**src/pkg/scd_defines.svh**
```systemverilog
`ifndef SCD_DEFINES_SVH
`define SCD_DEFINES_SVH

// Register byte addresses (word aligned)
`define SCD_ADDR_CTRL 32'h0000_0000
`define SCD_ADDR_STATUS 32'h0000_0004
`define SCD_ADDR_IRQ_STATUS 32'h0000_0008
`define SCD_ADDR_IRQ_MASK 32'h0000_000c

// AXI responses
`define SCD_RESP_OKAY 2'h0
`define SCD_RESP_DECERR 2'h3

// Reset values
`define SCD_DUTY_RST 8'hff
`define SCD_MASK_RST 5'h00

// Interrupt bit positions
`define SCD_IRQ_STEP 0
`define SCD_IRQ_INVALID 1
`define SCD_IRQ_OVERCUR 2
`define SCD_IRQ_UNDERV 3
`define SCD_IRQ_THERMAL 4
`define SCD_IRQ_W 5

// Status register field positions
`define SCD_ST_HALL_LSB 0
`define SCD_ST_HALL_MSB 2
`define SCD_ST_VALID 3
`define SCD_ST_STEP_LSB 4
`define SCD_ST_STEP_MSB 6
`define SCD_ST_FAULT_N 7
`define SCD_ST_OC_LATCH 8
`define SCD_ST_DIR 9
`define SCD_ST_PH_OPEN 10
`define SCD_ST_BRAKE 11
`define SCD_ST_ENABLE 12

// Synchronised pin vector positions
`define SCD_PIN_HALL_C 0
`define SCD_PIN_HALL_B 1
`define SCD_PIN_HALL_A 2
`define SCD_PIN_PH_OPEN 3
`define SCD_PIN_DIR 4
`define SCD_PIN_BRAKE 5
`define SCD_PIN_ENABLE 6
`define SCD_PIN_OVERCUR 7
`define SCD_PIN_UNDERV 8
`define SCD_PIN_THERMAL 9
`define SCD_PIN_W 10

// PWM timing: one count every 4 clocks, 255 counts a period (~98 kHz)
`define SCD_PWM_DIV_LAST 8'h03
`define SCD_PWM_TOP 8'hfe

`endif

```
**src/pkg/scd_pkg.sv**
```systemverilog
`include "scd_defines.svh"

package scd_pkg;

  typedef struct packed {
    logic aw_have;
    logic [31:0] awaddr;
    logic w_have;
    logic [31:0] wdata;
    logic [3:0] wstrb;
    logic bvalid;
    logic [1:0] bresp;
    logic rvalid;
    logic [31:0] rdata;
    logic [1:0] rresp;
    logic [7:0] duty;
    logic [`SCD_IRQ_W-1:0] irq_stat;
    logic [`SCD_IRQ_W-1:0] irq_mask;
    logic [2:0] hall_prev;
    logic [2:0] step;
    logic code_valid;
    logic oc_latch;
    logic [2:0] upper;
    logic [2:0] lower;
    logic fault_n;
    logic irq;
    logic [1:0] sync_fill;
  } scd_state_t;

  typedef struct packed {
    logic [7:0] div;
    logic [7:0] cnt;
    logic on;
    logic start;
  } scd_pwm_state_t;

endpackage

```
**src/hdl/scd_pwm.sv**
```systemverilog
`timescale 1ns/10ps
`include "scd_defines.svh"

// Sawtooth counter PWM; duty 255 gives 100 % on-time
module scd_pwm (
  input wire logic aclk,
  input wire logic aresetn,
  input wire logic [7:0] duty,
  output logic pwm_on,
  output logic cycle_start
);
  import scd_pkg::*;

  scd_pwm_state_t r;
  scd_pwm_state_t n;
  logic tick;

  always_comb begin
    n = r;
    tick = (r.div == `SCD_PWM_DIV_LAST);
    n.div = tick ? 8'h00 : 8'(r.div + 8'h01);
    n.start = 1'b0;
    if (tick) begin
      if (r.cnt == `SCD_PWM_TOP) begin
        n.cnt = 8'h00;
        n.start = 1'b1;
      end else begin
        n.cnt = 8'(r.cnt + 8'h01);
      end
    end
    n.on = (n.cnt < duty);
  end

  always_ff @(posedge aclk) begin
    if (!aresetn) begin
      r <= '0;
    end else begin
      r <= n;
    end
  end

  assign pwm_on = r.on;
  assign cycle_start = r.start;
endmodule

```
**src/hdl/scd_sync.sv**
```systemverilog
`timescale 1ns/10ps
`include "scd_defines.svh"

// Two-flop synchroniser for a bundle of asynchronous pins
module scd_sync #(
  parameter int W = `SCD_PIN_W
) (
  input wire logic aclk,
  input wire logic aresetn,
  input wire logic [W-1:0] async_in,
  output logic [W-1:0] sync_out
);
  typedef struct packed {
    logic [W-1:0] stage1;
    logic [W-1:0] stage2;
  } scd_sync_state_t;

  scd_sync_state_t r;
  scd_sync_state_t n;

  always_comb begin
    n = r;
    n.stage1 = async_in;
    n.stage2 = r.stage1;
  end

  always_ff @(posedge aclk) begin
    if (!aresetn) begin
      r <= '0;
    end else begin
      r <= n;
    end
  end

  assign sync_out = r.stage2;
endmodule

```
**src/hdl/scd_top.sv**
```systemverilog
`timescale 1ns/10ps
`include "scd_defines.svh"

module scd_top (
  input wire logic aclk,
  input wire logic aresetn,
  input wire logic [31:0] s_axi_awaddr,
  input wire logic s_axi_awvalid,
  output logic s_axi_awready,
  input wire logic [31:0] s_axi_wdata,
  input wire logic [3:0] s_axi_wstrb,
  input wire logic s_axi_wvalid,
  output logic s_axi_wready,
  output logic [1:0] s_axi_bresp,
  output logic s_axi_bvalid,
  input wire logic s_axi_bready,
  input wire logic [31:0] s_axi_araddr,
  input wire logic s_axi_arvalid,
  output logic s_axi_arready,
  output logic [31:0] s_axi_rdata,
  output logic [1:0] s_axi_rresp,
  output logic s_axi_rvalid,
  input wire logic s_axi_rready,
  input wire logic hall_input_a,
  input wire logic hall_input_b,
  input wire logic hall_input_c,
  input wire logic phase_sel_open,
  input wire logic direction_fwd,
  input wire logic brake,
  input wire logic output_enable,
  input wire logic overcurrent,
  input wire logic undervoltage,
  input wire logic over_temp,
  output logic upper_drive_a,
  output logic upper_drive_b,
  output logic upper_drive_c,
  output logic lower_drive_a,
  output logic lower_drive_b,
  output logic lower_drive_c,
  output logic fault_n,
  output logic irq
);
  import scd_pkg::*;

  scd_state_t r;
  scd_state_t n;
  logic [`SCD_PIN_W-1:0] pins_async;
  logic [`SCD_PIN_W-1:0] pins;
  logic pwm_on;
  logic pwm_start;

  // Hall code is {a,b,c}, bit 0 of a drive vector is phase a
  logic [2:0] hall;
  logic ph_open;
  logic dir_fwd;
  logic brk;
  logic en_eff;
  logic oc;
  logic uv;
  logic ot;
  logic dec_valid;
  logic [2:0] dec_step;
  logic [2:0] pat_upper;
  logic [2:0] pat_lower;
  logic [`SCD_IRQ_W-1:0] events;
  logic [`SCD_IRQ_W-1:0] clr;
  logic [31:0] status_word;
  logic [31:0] waddr;
  logic [31:0] raddr;

  assign pins_async[`SCD_PIN_HALL_A] = hall_input_a;
  assign pins_async[`SCD_PIN_HALL_B] = hall_input_b;
  assign pins_async[`SCD_PIN_HALL_C] = hall_input_c;
  assign pins_async[`SCD_PIN_PH_OPEN] = phase_sel_open;
  assign pins_async[`SCD_PIN_DIR] = direction_fwd;
  assign pins_async[`SCD_PIN_BRAKE] = brake;
  assign pins_async[`SCD_PIN_ENABLE] = output_enable;
  assign pins_async[`SCD_PIN_OVERCUR] = overcurrent;
  assign pins_async[`SCD_PIN_UNDERV] = undervoltage;
  assign pins_async[`SCD_PIN_THERMAL] = over_temp;

  scd_sync #(
    .W(`SCD_PIN_W)
  ) u_sync (
    .aclk(aclk),
    .aresetn(aresetn),
    .async_in(pins_async),
    .sync_out(pins)
  );

  scd_pwm u_pwm (
    .aclk(aclk),
    .aresetn(aresetn),
    .duty(r.duty),
    .pwm_on(pwm_on),
    .cycle_start(pwm_start)
  );

  // Returns {valid, step}; both tables share steps 0, 1, 3 and 4
  function automatic logic [3:0] decode(input logic [2:0] code,
                                        input logic open60);
    logic [3:0] res;
    res = 4'h0;
    case (code)
      3'h4: res = 4'h8;
      3'h6: res = 4'h9;
      3'h7: res = open60 ? 4'ha : 4'h0;
      3'h2: res = open60 ? 4'h0 : 4'ha;
      3'h3: res = 4'hb;
      3'h1: res = 4'hc;
      3'h0: res = open60 ? 4'hd : 4'h0;
      3'h5: res = open60 ? 4'h0 : 4'hd;
      default: res = 4'h0;
    endcase
    return res;
  endfunction

  // Returns {upper, lower} one-hot pair for a forward step
  function automatic logic [5:0] pattern(input logic [2:0] step);
    logic [5:0] res;
    res = 6'h00;
    case (step)
      3'h0: res = {3'h2, 3'h4};
      3'h1: res = {3'h2, 3'h1};
      3'h2: res = {3'h4, 3'h1};
      3'h3: res = {3'h4, 3'h2};
      3'h4: res = {3'h1, 3'h2};
      3'h5: res = {3'h1, 3'h4};
      default: res = 6'h00;
    endcase
    return res;
  endfunction

  always_comb begin
    hall = {pins[`SCD_PIN_HALL_A], pins[`SCD_PIN_HALL_B],
            pins[`SCD_PIN_HALL_C]};
    ph_open = pins[`SCD_PIN_PH_OPEN];
    dir_fwd = pins[`SCD_PIN_DIR];
    brk = pins[`SCD_PIN_BRAKE];
    oc = pins[`SCD_PIN_OVERCUR];
    uv = pins[`SCD_PIN_UNDERV];
    ot = pins[`SCD_PIN_THERMAL];
    en_eff = pins[`SCD_PIN_ENABLE] & ~ot;
    {dec_valid, dec_step} = decode(hall, ph_open);
    {pat_upper, pat_lower} = pattern(dec_step);
    if (!dir_fwd) begin
      // Swapping upper and lower reverses the torque of every step
      {pat_upper, pat_lower} = {pat_lower, pat_upper};
    end
  end

  always_comb begin
    status_word = 32'h0000_0000;
    status_word[`SCD_ST_HALL_MSB:`SCD_ST_HALL_LSB] = r.hall_prev;
    status_word[`SCD_ST_VALID] = r.code_valid;
    status_word[`SCD_ST_STEP_MSB:`SCD_ST_STEP_LSB] = r.step;
    status_word[`SCD_ST_FAULT_N] = r.fault_n;
    status_word[`SCD_ST_OC_LATCH] = r.oc_latch;
    status_word[`SCD_ST_DIR] = dir_fwd;
    status_word[`SCD_ST_PH_OPEN] = ph_open;
    status_word[`SCD_ST_BRAKE] = brk;
    status_word[`SCD_ST_ENABLE] = en_eff;
  end

  always_comb begin
    n = r;
    waddr = {r.awaddr[31:2], 2'h0};
    raddr = {s_axi_araddr[31:2], 2'h0};
    clr = '0;

    // Motor side
    n.hall_prev = hall;
    n.code_valid = dec_valid;
    if (dec_valid) begin
      n.step = dec_step;
    end
    // Outside brake, overcurrent ends the lower conduction until the next PWM period
    if (oc) begin
      n.oc_latch = 1'b1;
    end else if (pwm_start) begin
      n.oc_latch = 1'b0;
    end
    n.upper = 3'h0;
    n.lower = 3'h0;
    if (uv) begin
      // Undervoltage holds every drive off, brake included
      n.upper = 3'h0;
    end else if (brk) begin
      n.lower = 3'h7;
    end else if (en_eff && dec_valid) begin
      n.upper = pat_upper;
      n.lower = (pwm_on && !n.oc_latch) ? pat_lower : 3'h0;
    end
    n.fault_n = !(!dec_valid || !en_eff || oc || uv || ot);

    events = '0;
    events[`SCD_IRQ_STEP] = dec_valid && r.code_valid &&
                            (hall != r.hall_prev);
    events[`SCD_IRQ_INVALID] = !dec_valid;
    events[`SCD_IRQ_OVERCUR] = oc;
    events[`SCD_IRQ_UNDERV] = uv;
    events[`SCD_IRQ_THERMAL] = ot;
    // Pins read as zero until the synchroniser has filled: no false events
    n.sync_fill = {r.sync_fill[0], 1'b1};
    if (!r.sync_fill[1]) begin
      events = '0;
    end

    // AXI4-Lite write
    if (s_axi_awvalid && s_axi_awready) begin
      n.aw_have = 1'b1;
      n.awaddr = s_axi_awaddr;
    end
    if (s_axi_wvalid && s_axi_wready) begin
      n.w_have = 1'b1;
      n.wdata = s_axi_wdata;
      n.wstrb = s_axi_wstrb;
    end
    if (r.aw_have && r.w_have && !r.bvalid) begin
      n.aw_have = 1'b0;
      n.w_have = 1'b0;
      n.bvalid = 1'b1;
      n.bresp = `SCD_RESP_OKAY;
      case (waddr)
        `SCD_ADDR_CTRL: begin
          if (r.wstrb[0]) begin
            n.duty = r.wdata[7:0];
          end
        end
        `SCD_ADDR_STATUS: n.bresp = `SCD_RESP_OKAY;
        `SCD_ADDR_IRQ_STATUS: begin
          if (r.wstrb[0]) begin
            clr = r.wdata[`SCD_IRQ_W-1:0];
          end
        end
        `SCD_ADDR_IRQ_MASK: begin
          if (r.wstrb[0]) begin
            n.irq_mask = r.wdata[`SCD_IRQ_W-1:0];
          end
        end
        default: n.bresp = `SCD_RESP_DECERR;
      endcase
    end
    if (r.bvalid && s_axi_bready) begin
      n.bvalid = 1'b0;
    end

    // A new event in the clearing cycle keeps its bit set
    n.irq_stat = (r.irq_stat & ~clr) | events;
    n.irq = |(n.irq_stat & n.irq_mask);

    // AXI4-Lite read
    if (s_axi_arvalid && s_axi_arready) begin
      n.rvalid = 1'b1;
      n.rresp = `SCD_RESP_OKAY;
      case (raddr)
        `SCD_ADDR_CTRL: n.rdata = {24'h00_0000, r.duty};
        `SCD_ADDR_STATUS: n.rdata = status_word;
        `SCD_ADDR_IRQ_STATUS: n.rdata = {27'h000_0000, r.irq_stat};
        `SCD_ADDR_IRQ_MASK: n.rdata = {27'h000_0000, r.irq_mask};
        default: begin
          n.rdata = 32'h0000_0000;
          n.rresp = `SCD_RESP_DECERR;
        end
      endcase
    end else if (r.rvalid && s_axi_rready) begin
      n.rvalid = 1'b0;
    end
  end

  always_ff @(posedge aclk) begin
    if (!aresetn) begin
      r <= '0;
      r.duty <= `SCD_DUTY_RST;
      r.irq_mask <= `SCD_MASK_RST;
    end else begin
      r <= n;
    end
  end

  assign s_axi_awready = !r.aw_have && !r.bvalid;
  assign s_axi_wready = !r.w_have && !r.bvalid;
  assign s_axi_bvalid = r.bvalid;
  assign s_axi_bresp = r.bresp;
  assign s_axi_arready = !r.rvalid;
  assign s_axi_rvalid = r.rvalid;
  assign s_axi_rdata = r.rdata;
  assign s_axi_rresp = r.rresp;
  assign upper_drive_a = r.upper[0];
  assign upper_drive_b = r.upper[1];
  assign upper_drive_c = r.upper[2];
  assign lower_drive_a = r.lower[0];
  assign lower_drive_b = r.lower[1];
  assign lower_drive_c = r.lower[2];
  assign fault_n = r.fault_n;
  assign irq = r.irq;
endmodule

```
**config.mk**
```make
export PLATFORM = sky130hd
export DESIGN_NAME = scd_top
export DESIGN_NICKNAME = d
export VERILOG_FILES = /design/src/pkg/scd_pkg.sv /design/src/hdl/scd_pwm.sv /design/src/hdl/scd_sync.sv /design/src/hdl/scd_top.sv
export VERILOG_INCLUDE_DIRS = /design/src /design/src/pkg
export SDC_FILE = /design/constraint.sdc
export NUM_CORES = 1
export LEC_CHECK = 0
export ABC_AREA = 1
export BUFFER_PORTS_ARGS = -buffer_cell sky130_fd_sc_hd__buf_2
export CAP_MARGIN = 20
export CORE_ASPECT_RATIO = 0.5
export CORE_MARGIN = 5
export CORE_UTILIZATION = 40
export DETAILED_ROUTE_END_ITERATION = 8
export GPL_TIMING_DRIVEN = 1
export HOLD_SLACK_MARGIN = 0.15
export PLACE_DENSITY = 0.63
export SYNTH_ARGS = -nofsm -noshare
export SYNTH_HDL_FRONTEND = slang
export SYNTH_SLANG_ARGS = --single-unit
```
**constraint.sdc**
```tcl
create_clock -name aclk -period 3.3 [get_ports aclk]
set_clock_uncertainty 0.1 [all_clocks]
set_input_delay 0 -clock aclk [delete_from_list [all_inputs] [get_ports aclk]]
set_output_delay 0 -clock aclk [all_outputs]
set_load 0.005 [all_outputs]
```
==> impl_metrics.json <==
{
  "status": "complete, no violations",
  "wl_per_cell_um": 12.5,
  "fp-row-count": 31,
  "synth-adder-area-share": 0.0208,
  "fmaxAchievable_mhz": 396,
  "num_vias": 5732,
  "area_growth_pct": 35.9,
  "track_usage": 0.174,
  "gr-total-overflow": 0,
  "cts-htree-levels": 4,
  "layout_common_cells": "nand2_1 (162), dfxtp_1 (132), buf_2 (115), inv_1 (111), dlygate4sd3_1 (102)",
  "dr.pass1.iters": 6,
  "port_buffers": 115,
  "drtAntennaViolNets": 0,
  "cts_made_buffers": 17,
  "period_share": 0.765,
  "yosys.area_share.xor_xnor": 0.00583,
  "cp.arrival_ns": 2.72,
  "fp.dieW_um": 183,
  "worstMarginPinSlew_ns": 0.675,
  "via_per_inst": 4.65,
  "hpwlAfterDp_mm": 10.0,
  "grt_max_degree": 42,
  "yosys_warnings": 0,
  "cts_tree": "yes",
  "r2r-start": "r[143]",
  "cp-startpoint": "r[143]",
  "end_kind": "flip-flop",
  "final_hold_viol_count": 0,
  "die_y_um": 96.7,
  "max-cap-violations": 0,
  "synth_cells": 826,
  "ys_ff_latch": 132,
  "critPathKind": "reg2reg",
  "postCtsSetupRepairBufs": 0,
  "nNetsFinal": 1149,
  "cts_buffer_depth": 2,
  "clk_latency_ns": 0.41,
  "syn-cell-area_mm2": 0.00601,
  "grt_pass1_vias": 5623,
  "setup_viol": 0,
  "seq_area_frac_synth": 0.440,
  "clock_sinks": 132,
  "dp_worst_setup_slack_ns": 0.877,
  "finalMaxSlewViolations": 0,
  "yosys.area_share.simple": 0.257,
  "yosys-mux-area-fraction": 0,
  "whs_ns": 0.153,
  "start_util": 0.412,
  "setup_ws_ns": 0.775,
  "crit_fanout": 19,
  "antenna_found_initial": 0,
  "slew_headroom": 0.549,
  "ys_types": 45,
  "max-vdd-ir-drop_uv": 329,
  "core_region_area_mm2": 0.0146,
  "drt_iter0_drc": 201,
  "power_density_mw_per_mm2": 500,
  "fp.dieArea_mm2": 0.0177,
  "synth_compound_area_frac": 0.139,
  "crit_required_ns": 3.50,
  "final_common_cell": "nand2_1",
  "min_period_ns": 2.52,
  "startpoint_type": "flip-flop",
  "grt_pass1_wl_mm": 25.7,
  "synth_top_family_by_area": "simple AND/OR/NAND/NOR gates",
  "clkTransAtPathRegs_ns": 0.07,
  "power.leakage_nw": 3.84,
  "ios": 166,
  "syn_area_per_cell_um2": 7.28,
  "clockRootBuffer": "clkbuf_16",
  "hp-start": "s_axi_awvalid",
  "wl_mm": 15.4,
  "tns_ns": 0,
  "antenna_cells": 0,
  "drc": 0,
  "gp_congestion": 0.838,
  "rsz0062_at_grt": "no",
  "hold_class": "in2reg",
  "drive_gt1_frac": 0.181
}
==> report_power, final <==
group / switching [W] / internal (W) / leakage [nW]
registers: 0.0000435 / 0.00167 / 1.08
logic: 0.000240 / 0.000218 / 2.47
clock network: 0.000745 / 0.00116 / 0.294
total: 0.00103 / 0.00306 / 3.84
==> area by class of cell <==
| cell class | instances | area [um^2] |
|---|---|---|
| inverter | 118 | 443 |
| sequential | 132 | 2640 |
| fill | 1364 | 6420 |
| tap | 198 | 248 |
| clock inverter | 13 | 148 |
| timing repair buffer | 220 | 1620 |
| multi-input combinational | 533 | 2610 |
| clock buffer | 19 | 453 |
==> cells in the mapped netlist (all sizes together) <==
library cell  instances  area share
nand4                10       0.013
ha                   10       0.021
dfxtp               132        0.44
inv                 117       0.073
o21ai                67       0.057
nand3b                1      0.0012
a31oi                 2      0.0021
nor2                102       0.072
buf                  41       0.050
o21a                  2      0.0025
o211ai                6      0.0075
nor3b                 2      0.0052
a211oi                1      0.0012
or2                   2      0.0021
clkbuf               20       0.013
o31ai                 1      0.0012
nor3                 13       0.014
o211a                 1      0.0017
clkinv                1     0.00062
nor4                  4      0.0052
conb                  1     0.00062
xnor2                 3      0.0044
o221ai                1      0.0015
a21oi                75       0.064
nand2               167        0.11
xor2                  1      0.0015
nand3                43       0.037
==> cell families after synthesis <==
| kind of cell | Yosys count |
|---|---|
| flip-flops | 132 |
| other | 1 |
| AND/OR/NAND/NOR | 344 |
| adder cells (fa/ha/maj) | 10 |
| buffers and inverters | 179 |
| XOR/XNOR | 4 |
| AO/OA/AOI/OAI | 156 |
==> routing by layer <==
| metal | up-vias | share of wire | track usage | wire (um) |
|---|---|---|---|---|
| met5 | - | 0 | 0 | 0 |
| met4 | 0 | 0.015 | 0.0521 | 229 |
| met3 | 20 | 0.038 | 0.0371 | 586 |
| met2 | 137 | 0.48 | 0.295 | 7420 |
| met1 | 2603 | 0.47 | 0.224 | 7200 |
| li1 | 2972 | - | - | - |
==> repair_timing <==
item / CTS / global route
endpoints found under the setup margin: 0 / 0
endpoints found under the hold margin: 69 / 0
resized for setup: 0 / 0
hold buffers: 102 / 0
==> path summary, 6_finish.rpt <==
path                 end  slack, ns  depth (start not counted)
hold reg to reg     r[1]       0.31                          2
setup / recovery  r[120]       0.78                          6
setup reg to reg  r[120]       0.78                          6
hold / removal    r[116]       0.15                          3
==> critical path, stage by stage, from the launching register on <==
cell	delay (ns)
dfxtp_1	0.35
nor2_1	0.13
nand2_1	0.33
o21ai_0	0.28
dlygate4sd3_1	0.58
a21oi_1	0.05
dlygate4sd3_1	0.59
==> sequential cells by signal (all words and copies together) (netlist names), 10 cells and up <==
| register | cells |
|---|---|
| r | 68 |
| u_pwm.r | 16 |
| s_axi_rdata | 13 |
| u_sync.n | 10 |
| u_sync.sync_out | 10 |
==> per-stage QoR <==
step                      cell area, um^2  power [W]  cells   util
after floorplan                      6080    0.00199    844      -
after global placement               6550    0.00208   1099  0.449
after detailed placement             6550    0.00209   1099  0.449
after CTS                            8170    0.00409   1233  0.560
after global routing                 8170    0.00425   1233  0.560
final                                8170    0.00408   1233  0.560
No activity file was read; power rests on OpenSTA's default activity.
